$ cat src/iox_pkg.sv
// Package for the I/O expander slave: widths, bus codes and states.
// Assumes one system clock domain; bus pins are sampled, not clocked on.
package iox_pkg;
    localparam int PORT_W = 8;
    localparam int NUM_PORTS = 2;
    localparam int IO_W = 16;
    localparam int ADDR_W = 7;
    localparam int SYNC_STAGES = 2;
    // Fixed upper address bits; lower three come from the select pins
    localparam logic [3:0] ADDR_HI = 4'h4;
    // Command byte layout
    localparam logic [7:0] CMD_IN0 = 8'h00;
    localparam logic [7:0] CMD_IN1 = 8'h01;
    localparam logic [7:0] CMD_OUT0 = 8'h02;
    localparam logic [7:0] CMD_OUT1 = 8'h03;
    localparam logic [7:0] CMD_POL0 = 8'h04;
    localparam logic [7:0] CMD_POL1 = 8'h05;
    localparam logic [7:0] CMD_CFG0 = 8'h06;
    localparam logic [7:0] CMD_CFG1 = 8'h07;
    localparam logic [2:0] CMD_IDX_MASK = 3'h7;
    // Reset values: all pins inputs, outputs high, no inversion
    localparam logic [7:0] CFG_RST = 8'hff;
    localparam logic [7:0] OUT_RST = 8'hff;
    localparam logic [7:0] POL_RST = 8'h00;
    localparam logic [3:0] BIT_LAST = 4'h7;
    localparam logic [3:0] BIT_ACK = 4'h8;
    localparam logic [3:0] BIT_ZERO = 4'h0;

    typedef enum logic [2:0] {
        ST_IDLE = 3'h0,
        ST_ADDR = 3'h1,
        ST_CMD = 3'h2,
        ST_WDATA = 3'h3,
        ST_RDATA = 3'h4,
        ST_IGNORE = 3'h5
    } iox_state_t;
endpackage

$ cat src/iox_edge_if.sv
// Interface carrying synchronised bus pin levels and their edge events.
// Assumes both ends run on clk_sys.
interface iox_edge_if;
    logic scl;
    logic sda;
    logic scl_rise;
    logic scl_fall;
    logic start_det;
    logic stop_det;
    modport prod (output scl, sda, scl_rise, scl_fall, start_det, stop_det);
    modport cons (input scl, sda, scl_rise, scl_fall, start_det, stop_det);
endinterface

$ cat src/iox_bus_sense.sv
// Synchronises SCL and SDA and detects clock edges, START and STOP.
// Assumes pins are asynchronous to clk_sys.
module iox_bus_sense
    import iox_pkg::*;
(
    // Clock and reset
    input wire logic clk_sys,
    input wire logic reset,
    // Raw bus pins
    input wire logic scl_in,
    input wire logic sda_in,
    // Conditioned events
    iox_edge_if.prod ev
);
    logic [SYNC_STAGES-1:0] scl_sync_q, scl_sync_d;
    logic [SYNC_STAGES-1:0] sda_sync_q, sda_sync_d;
    logic scl_prev_q, scl_prev_d;
    logic sda_prev_q, sda_prev_d;

    // Shift pins in and keep the previous settled levels
    always_comb begin
        scl_sync_d = {scl_sync_q[0], scl_in};
        sda_sync_d = {sda_sync_q[0], sda_in};
        scl_prev_d = scl_sync_q[1];
        sda_prev_d = sda_sync_q[1];
    end

    always_ff @(posedge clk_sys or posedge reset) begin
        if (reset) begin
            scl_sync_q <= '1;
            sda_sync_q <= '1;
            scl_prev_q <= 1'b1;
            sda_prev_q <= 1'b1;
        end else begin
            scl_sync_q <= scl_sync_d;
            sda_sync_q <= sda_sync_d;
            scl_prev_q <= scl_prev_d;
            sda_prev_q <= sda_prev_d;
        end
    end

    // SDA moving while SCL stays high is a control condition
    assign ev.scl = scl_prev_q;
    assign ev.sda = sda_prev_q;
    assign ev.scl_rise = scl_sync_q[1] & ~scl_prev_q;
    assign ev.scl_fall = ~scl_sync_q[1] & scl_prev_q;
    assign ev.start_det = scl_sync_q[1] & scl_prev_q & sda_prev_q & ~sda_sync_q[1];
    assign ev.stop_det = scl_sync_q[1] & scl_prev_q & ~sda_prev_q & sda_sync_q[1];
endmodule

$ cat src/iox_top.sv
// I2C slave 16-bit I/O expander with change-detect interrupt.
// Assumes an external master on SCL/SDA and open-drain pads outside.
module iox_top
    import iox_pkg::*;
(
    // Clock and reset
    input wire logic clk_sys,
    input wire logic reset,
    // I2C bus
    input wire logic scl_in,
    input wire logic sda_in,
    output logic sda_out,
    output logic sda_oe,
    // Address select straps
    input wire logic slave_addr_sel0,
    input wire logic slave_addr_sel1,
    input wire logic slave_addr_sel2,
    // General purpose pins
    input wire logic [IO_W-1:0] io_in,
    output logic [IO_W-1:0] io_out,
    output logic [IO_W-1:0] io_oe,
    // Interrupt, open drain
    output logic int_out,
    output logic int_oe
);
    iox_edge_if ev ();

    iox_bus_sense u_sense (
        .clk_sys(clk_sys),
        .reset(reset),
        .scl_in(scl_in),
        .sda_in(sda_in),
        .ev(ev)
    );

    logic [IO_W-1:0] io_s1_q, io_s2_q;
    logic [2:0] ad_s1_q, ad_s2_q;
    iox_state_t st_q, st_d;
    logic [3:0] bit_q, bit_d;
    logic [7:0] sh_q, sh_d;
    logic [7:0] cmd_q, cmd_d;
    logic drive_q, drive_d;
    logic [IO_W-1:0] in_q, in_d;
    logic [IO_W-1:0] out_q, out_d;
    logic [IO_W-1:0] pol_q, pol_d;
    logic [IO_W-1:0] cfg_q, cfg_d;
    logic [NUM_PORTS-1:0] pend_q, pend_d;
    logic [7:0] rd_byte;
    logic [ADDR_W-1:0] my_addr;
    logic [NUM_PORTS-1:0] mism;
    logic [NUM_PORTS-1:0] rd_clr;
    logic ack_fall;
    logic rd_ack_fall;
    logic load_fall;
    logic [2:0] next_idx;
    logic reload_q, reload_d;

    // Two-flop synchronisers for pins and straps
    always_ff @(posedge clk_sys or posedge reset) begin
        if (reset) begin
            io_s1_q <= '1;
            io_s2_q <= '1;
            ad_s1_q <= '0;
            ad_s2_q <= '0;
        end else begin
            io_s1_q <= io_in;
            io_s2_q <= io_s1_q;
            ad_s1_q <= {slave_addr_sel2, slave_addr_sel1, slave_addr_sel0};
            ad_s2_q <= ad_s1_q;
        end
    end

    assign my_addr = {ADDR_HI, ad_s2_q};
    assign ack_fall = ev.scl_fall && (bit_q == BIT_ACK);
    assign rd_ack_fall = ack_fall && (st_q == ST_RDATA);
    // Acknowledge falls that start a byte out: after the read address, or after a master acknowledge
    assign load_fall = (ack_fall && st_q == ST_ADDR && sh_q[0]) || (rd_ack_fall && !ev.sda);
    // Register index of that byte; the low command bit selects within the pair
    assign next_idx = (st_q == ST_RDATA) ? (cmd_q[2:0] ^ CMD_IN1[2:0]) : cmd_q[2:0];

    // Read data mux, polarity applied per bit
    always_comb begin
        case (cmd_q[2:0] & CMD_IDX_MASK)
            CMD_IN0[2:0]: rd_byte = in_q[7:0] ^ pol_q[7:0];
            CMD_IN1[2:0]: rd_byte = in_q[15:8] ^ pol_q[15:8];
            CMD_OUT0[2:0]: rd_byte = out_q[7:0];
            CMD_OUT1[2:0]: rd_byte = out_q[15:8];
            CMD_POL0[2:0]: rd_byte = pol_q[7:0];
            CMD_POL1[2:0]: rd_byte = pol_q[15:8];
            CMD_CFG0[2:0]: rd_byte = cfg_q[7:0];
            default: rd_byte = cfg_q[15:8];
        endcase
    end

    // Per-port mismatch between live inputs and captured register
    genvar p;
    generate
        for (p = 0; p < NUM_PORTS; p++) begin : g_port
            // Only input-configured pins count; outputs are masked out
            assign mism[p] = |((io_s2_q[p*PORT_W +: PORT_W] ^ in_q[p*PORT_W +: PORT_W])
                               & cfg_q[p*PORT_W +: PORT_W]);
            // Capture strobe: this port is the next byte to go out on a read
            assign rd_clr[p] = load_fall && (next_idx == 3'(p));
        end
    endgenerate

    // Bus state machine: framing, acknowledge and register access
    always_comb begin
        st_d = st_q;
        bit_d = bit_q;
        sh_d = sh_q;
        cmd_d = cmd_q;
        drive_d = drive_q;
        out_d = out_q;
        pol_d = pol_q;
        cfg_d = cfg_q;
        in_d = in_q;
        reload_d = load_fall;
        // Only the port about to be sent is recaptured, so the other port keeps its pending change
        for (int i = 0; i < NUM_PORTS; i++) begin
            if (rd_clr[i]) begin
                in_d[i*PORT_W +: PORT_W] = io_s2_q[i*PORT_W +: PORT_W];
            end
        end
        if (ev.stop_det) begin
            st_d = ST_IDLE;
            drive_d = 1'b0;
        end else if (ev.start_det) begin
            st_d = ST_ADDR;
            // The clock fall that ends the START carries no bit; it wraps this count to zero
            bit_d = ~BIT_ZERO;
            drive_d = 1'b0;
        end else if (st_q != ST_IDLE && st_q != ST_IGNORE) begin
            if (ev.scl_rise && bit_q <= BIT_LAST) begin
                sh_d = {sh_q[6:0], ev.sda};
            end
            if (ev.scl_rise && bit_q == BIT_ACK && st_q == ST_RDATA && ev.sda) begin
                st_d = ST_IGNORE;
            end
            if (ev.scl_fall) begin
                if (bit_q == BIT_LAST) begin
                    bit_d = BIT_ACK;
                    drive_d = 1'b0;
                    case (st_q)
                        ST_ADDR: begin
                            if (sh_q[7:1] == my_addr) begin
                                drive_d = 1'b1;
                            end else begin
                                st_d = ST_IGNORE;
                            end
                        end
                        ST_CMD: begin
                            cmd_d = sh_q;
                            drive_d = 1'b1;
                        end
                        ST_WDATA: begin
                            drive_d = 1'b1;
                            case (cmd_q[2:0])
                                CMD_OUT0[2:0]: out_d[7:0] = sh_q;
                                CMD_OUT1[2:0]: out_d[15:8] = sh_q;
                                CMD_POL0[2:0]: pol_d[7:0] = sh_q;
                                CMD_POL1[2:0]: pol_d[15:8] = sh_q;
                                CMD_CFG0[2:0]: cfg_d[7:0] = sh_q;
                                CMD_CFG1[2:0]: cfg_d[15:8] = sh_q;
                                default: ;
                            endcase
                        end
                        default: ;
                    endcase
                end else if (bit_q == BIT_ACK) begin
                    bit_d = BIT_ZERO;
                    drive_d = 1'b0;
                    case (st_q)
                        ST_ADDR: begin
                            if (sh_q[0]) begin
                                st_d = ST_RDATA; // First byte loads on the following cycle
                            end else begin
                                st_d = ST_CMD;
                            end
                        end
                        ST_CMD: st_d = ST_WDATA;
                        ST_WDATA: cmd_d = cmd_q ^ 8'h01;
                        ST_RDATA: begin
                            cmd_d = cmd_q ^ 8'h01;
                        end
                        default: ;
                    endcase
                end else begin
                    bit_d = bit_q + 4'h1;
                    if (st_q == ST_RDATA) begin
                        drive_d = ~sh_q[7];
                    end
                end
            end
        end
        // Read byte loads one cycle after the acknowledge fall, once pair index and capture have settled
        if (reload_q && st_q == ST_RDATA) begin
            sh_d = rd_byte;
            drive_d = ~rd_byte[7];
        end
    end

    // Register the state
    always_ff @(posedge clk_sys or posedge reset) begin
        if (reset) begin
            reload_q <= 1'b0;
            st_q <= ST_IDLE;
            bit_q <= BIT_ZERO;
            sh_q <= '0;
            cmd_q <= CMD_IN0;
            drive_q <= 1'b0;
            in_q <= '1;
            out_q <= {OUT_RST, OUT_RST};
            pol_q <= {POL_RST, POL_RST};
            cfg_q <= {CFG_RST, CFG_RST};
        end else begin
            reload_q <= reload_d;
            st_q <= st_d;
            bit_q <= bit_d;
            cmd_q <= cmd_d;
            in_q <= in_d;
            out_q <= out_d;
            pol_q <= pol_d;
            cfg_q <= cfg_d;
            sh_q <= sh_d;
            drive_q <= drive_d;
        end
    end

    // Pending flag per port: follows mismatch, dropped by a read of that port
    always_comb begin
        for (int i = 0; i < NUM_PORTS; i++) begin
            pend_d[i] = mism[i] & (pend_q[i] | ~rd_clr[i]);
        end
    end

    always_ff @(posedge clk_sys or posedge reset) begin
        if (reset) begin
            pend_q <= '0;
        end else begin
            pend_q <= pend_d;
        end
    end

    // Pin drivers
    assign sda_out = 1'b0;
    assign sda_oe = drive_q;
    assign io_out = out_q;
    assign io_oe = ~cfg_q;
    assign int_out = 1'b0;
    assign int_oe = |pend_q;
endmodule

$ cat config.mk
export PLATFORM = sky130hd
export DESIGN_NAME = iox_top
export DESIGN_NICKNAME = d
export VERILOG_FILES = /design/src/iox_pkg.sv /design/src/iox_edge_if.sv /design/src/iox_bus_sense.sv /design/src/iox_top.sv
export SDC_FILE = /design/constraint.sdc
export NUM_CORES = 1
export LEC_CHECK = 0
export ABC_CLOCK_PERIOD_IN_PS = 4750
export BUFFER_PORTS_ARGS = -buffer_cell sky130_fd_sc_hd__clkbuf_2
export CAP_MARGIN = 20
export CORE_ASPECT_RATIO = 2
export CORE_UTILIZATION = 32
export DETAILED_ROUTE_END_ITERATION = 6
export PLACE_DENSITY = 0.47
export REMOVE_ABC_BUFFERS = 1
export SLEW_MARGIN = 0
export SYNTH_ARGS = -nofsm -noshare
export SYNTH_HDL_FRONTEND = slang
export SYNTH_HIERARCHICAL = 1
export SYNTH_SLANG_ARGS = --single-unit
$ cat constraint.sdc
create_clock -name clk_sys -period 4.75 [get_ports clk_sys]
set_input_delay 0.2375 -clock clk_sys [delete_from_list [all_inputs] [get_ports clk_sys]]
set_output_delay 0.2375 -clock clk_sys [all_outputs]
set_load 0.01 [all_outputs]
==> results of run 1 <==
==> Yosys cell counts (2+ instances only) <==
library cell / instances
a21oi_1: 5
a221oi_1: 4
a22o_1: 5
a22oi_1: 8
a311oi_1: 2
a31oi_1: 7
a32oi_1: 2
and2_1: 3
and3_1: 2
and3b_1: 2
and4b_1: 3
buf_2: 6
buf_4: 7
buf_6: 3
clkbuf_1: 6
dfrtp_1: 44
dfstp_2: 86
ha_1: 2
inv_1: 30
mux2_2: 69
mux2i_1: 7
nand2_1: 20
nand2_2: 4
nand2b_1: 11
nand3_1: 11
nand4_1: 2
nor2_1: 15
nor2b_1: 8
nor3_1: 5
nor3_2: 2
nor4_1: 2
nor4b_1: 6
o2111ai_1: 2
o211ai_1: 2
o21ai_0: 31
o221ai_1: 3
o22a_1: 3
o22ai_1: 8
or3_1: 2
xnor2_1: 24
xor2_1: 3
==> final timing paths <==
| path | startpoint | depth (start not counted) | end |
|---|---|---|---|
| worst max register to register | u_sense/ev.scl | 6 | pol_q[13] |
| worst min register to register | ad_s1_q[0] | 0 | ad_s2_q[0] |
| worst max-delay path | u_sense/ev.scl | 6 | pol_q[13] |
| worst min-delay path | ad_s1_q[0] | 0 | ad_s2_q[0] |
| max in group asynchronous | reset | 4 | ad_s1_q[2] |
| min in group asynchronous | reset | 3 | pend_q[1] |
==> layout make-up <==
cell class | instances | area, sq um | share of cell area
clock buffers | 20 | 489.2 | 0.06696
clock inverters | 12 | 125.1 | 0.01713
inverters | 30 | 115.1 | 0.01576
multi-input cells | 305 | 2382 | 0.3261
flip-flops and latches | 130 | 3361 | 0.4600
well taps | 216 | 270.3 | 0.03699
repair buffers | 84 | 563.0 | 0.07707
==> metrics by stage <==
step | utilization | std cells | setup slack, ns | total power (W) | area, sq um
finish | 0.3991 | 797 | 2.092 | 0.003034 | 7306
global placement | 0.3517 | 741 | 2.153 | 0.001686 | 6439
CTS | 0.3976 | 796 | 2.084 | 0.003067 | 7278
floorplan | - | 465 | 1.346 | 0.001536 | 5856
global route | 0.3991 | 797 | 1.916 | 0.003164 | 7306
detailed placement | 0.3520 | 742 | 2.084 | 0.001690 | 6444
==> state kept, by name (all words and copies together) (netlist names), 2 cells and up <==
register / cells
ad_s1_q: 3
ad_s2_q: 3
bit_q: 4
cfg_q: 16
cmd_q: 3
in_q: 16
io_out: 16
io_s1_q: 16
io_s2_q: 16
pend_q: 2
pol_q: 16
sh_q: 8
st_q: 3
u_sense/scl_sync_q: 2
u_sense/sda_sync_q: 2
==> worst register-to-register path: stages, from the launching register on <==
cell and delay (ns):
dfstp_2 0.55, nor2b_1 0.40, or3b_4 0.47, nor3_2 0.16, nand2_1 0.17, nor3_4 0.41
mux2_2 0.39
==> power groups by stage <==
stage / combinational [W] / sequential (W) / clock [W]
floorplan: 0.000243 / 0.00129 / 0
global placement: 0.000327 / 0.00136 / 0
detailed placement: 0.000332 / 0.00136 / 0
CTS: 0.000346 / 0.00134 / 0.00138
global route: 0.000382 / 0.00136 / 0.00143
finish: 0.000343 / 0.00134 / 0.00135
==> cell usage in the layout (no fill, tap or decap), types with 6 or more instances in the layout <==
cell,n
dfstp_2,86
mux2_2,69
clkbuf_2,56
dfrtp_1,44
o21ai_0,31
inv_1,29
xnor2_1,24
dlygate4sd3_1,22
nand2_1,20
clkbuf_16,19
nor2_1,15
nand2b_1,11
nand3_1,11
nor2b_1,8
a22oi_1,8
o22ai_1,8
mux2i_1,7
a31oi_1,7
nor4b_1,6
==> cells by family (layout without fill, tap and decap cells) <==
family | count (synthesis) | after routing
other | 1 | 2
buffers and inverters | 53 | 146
and+or+nand+nor | 109 | 109
adders and majority gates | 2 | 2
DFF | 130 | 130
muxes | 77 | 77
xor gates and xnor gates | 27 | 27
AOI/OAI and AO/OA | 88 | 88
==> layer usage <==
metal,vias up,track usage
li1,1895,-
met3,28,0.03472
met1,2136,0.1854
met5,-,0
met2,73,0.3486
met4,0,0.08458
==> summary.md, run 1 <==
| Metric | Value |
|---|---|
| DPL Wire Length | `11.86 mm` |
| Final Wtd Congestion | `0.9021` |
| Yosys synthesis warning count | `6` |
| Sequential share of power | `0.442` |
| Slowest CP cell | `dfstp_2` |
| Total GRT Usage | `0.1821` |
| Die height | `195.6 um` |
| Number of nets in the layout | `593` |
| GR Overflow Total | `0` |
| Net switching power | `0.0008344 W` |
| Fillers | `1749` |
| Slew headroom | `0.5507` |
| Worst vdd ir | `0.2120 mV` |
| Post-CTS Setup Bufs | `0` |
| # setup viols final | `0` |
| M1 wire length | `5.773 mm` |
| Via count of the first global-routing pass | `4414` |
| 1st-pass router iterations | `4` |
| Mapped Area | `5998 sq um` |
| Startpoint types | `flip-flop` |
| Slew Limit Fails | `0` |
| Synth Instances | `487` |
| Crit-path cells | `nor2b_1 > or3b_4 > nor3_2 > nand2_1 > nor3_4 > mux2_2` |
| Ports | `59` |
| Floorplan row count | `70` |
| PortBufs | `56` |
| Leakage | `3.035 nW` |
| Top Metal Used | `met4` |
| CTS H-tree depth | `4` |
| Crit path max-delay family | `simple AND/OR/NAND/NOR gates` |
| Fin. Hold Viols | `0` |
| Yosys top cell area share | `0.3767` |
| Clock skew | `0.007511 ns` |
| Sequential area share after synthesis | `0.5603` |
| RSZ-0062 raised after global routing | `no` |
| Compound-Gate Fraction of Synth Area | `0.09679` |
| Die area | `19330 sq um` |
| Synth top area cells | `dfstp_2 (38%), dfrtp_1 (18%), mux2_2 (13%), xnor2_1 (3.5%), o21ai_0 (2.6%)` |
| Syn avg cell area | `12.32 sq um` |
| Clock Sinks | `130` |
| Initial Util | `0.3277` |
| Area leader, netlist | `dfstp_2` |
| Worst Path Required | `5.05 ns` |
| Metal2 WL | `9.683 mm` |
| Max frequency | `376.2 MHz` |
| TritonCTS clock tree | `built` |
| First-pass GRT wire length | `25.70 mm` |
| Netlist cell types | `61` |
| Gate power share | `0.113` |
| #FFs+latches synth | `130` |
| Bufs on Longest Clock Path | `2` |
| Largest net degree at the start of global routing | `54` |
| Wire length on met3 | `431 um` |
| Core area | `18310 sq um` |
| Bufs and invs on worst path | `0` |
| Via count | `4132` |
| Post-synth ARST share | `1.000` |
| Worst-margin pin slew | `0.6739 ns` |
| Simple-gate area share of the yosys netlist | `0.1106` |
| Synth Area in XOR/XNOR | `0.03942` |
| Chip Width | `98.81 um` |
| Clock root cell | `clkbuf_16` |
| Switching portion of total power | `0.2750` |
| CTS Buf Count | `17` |
| Crit-path max FO | `8` |
| Power per standard cell area | `415.3 nW/um^2` |
| Setup TNS | `0 ns` |
| Synth Area in Adders | `0.004172` |
| Worst Setup End Kind | `flip-flop` |
| Worst-path clk slew | `0.06 ns` |
| Crit path DAT | `2.96 ns` |
| Vias per cell | `5.184` |
| R2R Setup Slk | `2.09 ns` |
| DRT iter0 DRCs | `167` |
| Max-Cap Viols | `0` |
| WHS | `0.3503 ns` |
| Layout cells sized above 1 | `0.4596` |
| Critical Path Max Stage Delay | `0.55 ns` |
| Min cycle time layout | `2.658 ns` |
| Clock share of power | `0.445` |
| Fin crit share | `0.5597` |
| Status | `complete, no violations` |
| Drt drc | `0` |
| Final ANT Viol Nets | `0` |
| Routed wire length | `16.38 mm` |
| Post_cts resized | `0` |
| Mux share of post-synthesis cell area | `0.1450` |
| Area Growth Syn to Fin | `21.80%` |
| Worst skew pair latency | `0.42 ns` |
| Initial antenna violation count | `0` |
| Crit path kind | `flip-flop to flip-flop` |
| EDFF count, synth | `0` |
| P_int | `0.002200 W` |
| Largest family of logic cells by synthesized area | `multiplexers` |
| Number of antenna diodes | `0` |
| CTS Hold Bufs | `22` |
| Main synth FF type | `dfstp_2` |
| Worst hold path class | `flip-flop to flip-flop` |
| Routed length per instance | `20.55 um` |
(Power assumes the default switching activity.)
==> run 2, diff against run 1 <==
--- a/config.mk
+++ b/config.mk
@@ -5,7 +5,7 @@
 export SDC_FILE = /design/constraint.sdc
 export NUM_CORES = 1
 export LEC_CHECK = 0
-export ABC_CLOCK_PERIOD_IN_PS = 4750
+export ABC_CLOCK_PERIOD_IN_PS = 2610
 export BUFFER_PORTS_ARGS = -buffer_cell sky130_fd_sc_hd__clkbuf_2
 export CAP_MARGIN = 20
 export CORE_ASPECT_RATIO = 2
==> constraint.sdc (replaced) <==
create_clock -name clk_sys -period 2.61 [get_ports clk_sys]
set_input_delay 0.1305 -clock clk_sys [delete_from_list [all_inputs] [get_ports clk_sys]]
set_output_delay 0.1305 -clock clk_sys [all_outputs]
set_load 0.01 [all_outputs]
==> run 2 against run 1 <==
- combinational power up 100%
- critical path depth unchanged
- die area unchanged
- sequential power up 80%
- maximum frequency up 8.6%
- sequential cell count unchanged
- core utilization up 0.44 points
- non-clock buffer count up 17
- register-to-register slack worse by 1.9 ns
- largest power group is now sequential cells
==> summary.md, run 2 (synthesized netlist as in run 1, its figures left out) <==
| Metric | Value |
|---|---|
| Leakage | `3.097 nW (was 3.035 nW)` |
| Crit Reg-Reg Endpoint | `pol_q[13] (unchanged)` |
| First-pass GRT wire length | `26.32 mm (was 25.70 mm)` |
| Core area | `18310 sq um (unchanged)` |
| Vias per cell | `5.167 (was 5.184)` |
| Fillers | `1764 (was 1749)` |
| Fin. Hold Viols | `0 (unchanged)` |
| Max-Cap Viols | `0 (unchanged)` |
| Slowest CP cell | `dfstp_2 (unchanged)` |
| Setup slack after layout | `0.1614 ns (was 2.092 ns)` |
| Critical Path Max Stage Delay | `0.56 ns (was 0.55 ns)` |
| HP Start | `io_in[11] (was ad_s1_q[0])` |
| DPL Wire Length | `12.47 mm (was 11.86 mm)` |
| Worst-path clk slew | `0.06 ns (about the same)` |
| Hold EP | `io_s1_q[11] (was ad_s2_q[0])` |
| Area Growth Syn to Fin | `23.13% (was 21.80%)` |
| Commonest non-fill, non-tap cell in the layout | `dfstp_2 (unchanged)` |
| Hold Path Stages | `2 (was 0)` |
| R2R Setup Slk | `0.16 ns (was 2.09 ns)` |
| Worst r2r src | `u_sense/ev.sda (was u_sense/ev.scl)` |
| GR Overflow Total | `0 (unchanged)` |
| Total GRT Usage | `0.1847 (was 0.1821)` |
| Worst skew pair latency | `0.42 ns (about the same)` |
| Non-filler cells, final | `814 (was 797)` |
| CTS Buf Count | `17 (unchanged)` |
| Layout cells sized above 1 | `0.4716 (was 0.4596)` |
| Max frequency | `408.4 MHz (was 376.2 MHz)` |
| Fin crit share | `0.9381 (was 0.5597)` |
| Slew headroom | `0.5320 (was 0.5507)` |
| Initial antenna violation count | `0 (unchanged)` |
| Clock Sinks | `130 (unchanged)` |
| Routed length per instance | `20.37 um (was 20.55 um)` |
| Die height | `195.6 um (unchanged)` |
| TritonCTS clock tree | `built (unchanged)` |
| Ports | `59 (unchanged)` |
| Worst Path Required | `2.91 ns (was 5.05 ns)` |
| Floorplan row count | `70 (unchanged)` |
| Setup TNS | `0 ns (unchanged)` |
| Crit path DAT | `2.75 ns (was 2.96 ns)` |
| Routed wire length | `16.58 mm (was 16.38 mm)` |
| Post-CTS Setup Bufs | `0 (unchanged)` |
| Worst-margin pin slew | `0.6923 ns (was 0.6739 ns)` |
| Chip Width | `98.81 um (unchanged)` |
| Fin util | `0.4035 (was 0.3991)` |
| Worst vdd ir | `0.4124 mV (was 0.2120 mV)` |
| Final instance area | `7386 sq um (was 7306 sq um)` |
| Dpl cells | `760 (was 742)` |
| Via count of the first global-routing pass | `4594 (was 4414)` |
| RSZ-0062 raised after global routing | `no (unchanged)` |
| Number of nets in the layout | `610 (was 593)` |
| Pre-CTS setup slack | `0.1600 ns (was 2.084 ns)` |
| PortBufs | `56 (unchanged)` |
| Crit-path max FO | `8 (unchanged)` |
| 1st-pass router iterations | `4 (unchanged)` |
| Min cycle time layout | `2.449 ns (was 2.658 ns)` |
| Bufs on Longest Clock Path | `2 (unchanged)` |
| Clock skew | `0.007642 ns (was 0.007511 ns)` |
| Clock root cell | `clkbuf_16 (unchanged)` |
| Final Wtd Congestion | `0.8339 (was 0.9021)` |
| Worst hold path class | `input port to flip-flop (was flip-flop to flip-flop)` |
| Number of antenna diodes | `0 (unchanged)` |
| Startpoint types | `flip-flop (unchanged)` |
| DRT iter0 DRCs | `176 (was 167)` |
| Die area | `19330 sq um (unchanged)` |
| Drt drc | `0 (unchanged)` |
| Initial Util | `0.3277 (unchanged)` |
| Via count | `4206 (was 4132)` |
| Final ANT Viol Nets | `0 (unchanged)` |
| Slew Limit Fails | `0 (unchanged)` |
| # setup viols final | `0 (unchanged)` |
| Crit-path cells | `and4b_1 > or3b_4 > nor3_2 > nand2_1 > nor3_4 > mux2_2 (was nor2b_1 > or3b_4 > nor3_2 > nand2_1 > nor3_4 > mux2_2)` |
| Worst Setup End Kind | `flip-flop (unchanged)` |
| Crit path kind | `flip-flop to flip-flop (unchanged)` |
| Placed Area | `6594 sq um (was 6444 sq um)` |
| Power per standard cell area | `726.6 nW/um^2 (was 415.3 nW/um^2)` |
| Cells on worst reg2reg path | `6 (unchanged)` |
| Most frequent cells in the layout | `dfstp_2 (86), mux2_2 (69), clkbuf_2 (56) (unchanged)` |
| Status | `complete, no violations (unchanged)` |
| Largest net degree at the start of global routing | `51 (was 54)` |
| CTS H-tree depth | `4 (unchanged)` |
## run 2: changes by cell type in the layout (fill, tap and decap cells not counted), sizes merged
cell / delta
clkinv: -3
bufinv: -2
buf: +17
clkinvlp: +1
clkbuf: +5
inv: -1
## run 2: power breakdown
group / total, W / internal [W] / switching, W / leakage, nW
clock network: 0.00226 / 0.00139 / 0.000871 / 0.281
logic: 0.000690 / 0.000308 / 0.000383 / 1.34
registers: 0.00241 / 0.00218 / 0.000231 / 1.47
## run 2: worst max path at each step
stage	startpoint	end
2_1_floorplan	reset	ad_s1_q[0]
3_5_place_dp	u_sense/ev.sda	pol_q[13]
4_1_cts	u_sense/ev.sda	pol_q[13]
3_3_place_gp	u_sense/ev.sda	pol_q[13]
6_report	u_sense/ev.sda	pol_q[13]
5_1_grt	u_sense/ev.sda	pol_q[14]
## run 2: area by class of cell
| class | instances | area, sq um | share of cell area |
|---|---|---|---|
| timing repair buffer | 101 | 685.7 | 0.09283 |
| clock inverter | 7 | 45.04 | 0.006099 |
| clock buffer | 25 | 526.8 | 0.07132 |
| tap | 216 | 270.3 | 0.03659 |
| inverter | 30 | 115.1 | 0.01559 |
| multi-input combinational | 305 | 2382 | 0.3225 |
| sequential | 130 | 3361 | 0.4550 |
## run 2: worst max-delay path: cells and delay by family, from the launching register on
kind	cells	cell delay (ns)
mux	1	0.39
simple gates	5	1.38
flops	1	0.56
## run 2: layer usage
metal  wire (um)  vias to the layer above  GRT usage
met3         571                       39    0.04044
met4         896                        0     0.1144
met1        5784                     2145     0.1835
met2        9331                       96     0.3414
li1            -                     1926          -
met5           0                        -          0
## run 2: what timing repair did
| item | 4_1_cts | 5_1_grt |
|---|---|---|
| resized for setup | 0 | 0 |
| hold buffers | 22 | 0 |
| hold endpoints to repair | 55 | 0 |
## run 2: stage by stage
stage | hold WS, ns | power (W)
floorplan | 0.1295 | 0.002796
global placement | 0.2181 | 0.003095
detailed placement | 0.2194 | 0.003110
CTS | 0.3270 | 0.005441
global route | 0.3319 | 0.005618
finish | 0.3447 | 0.005367
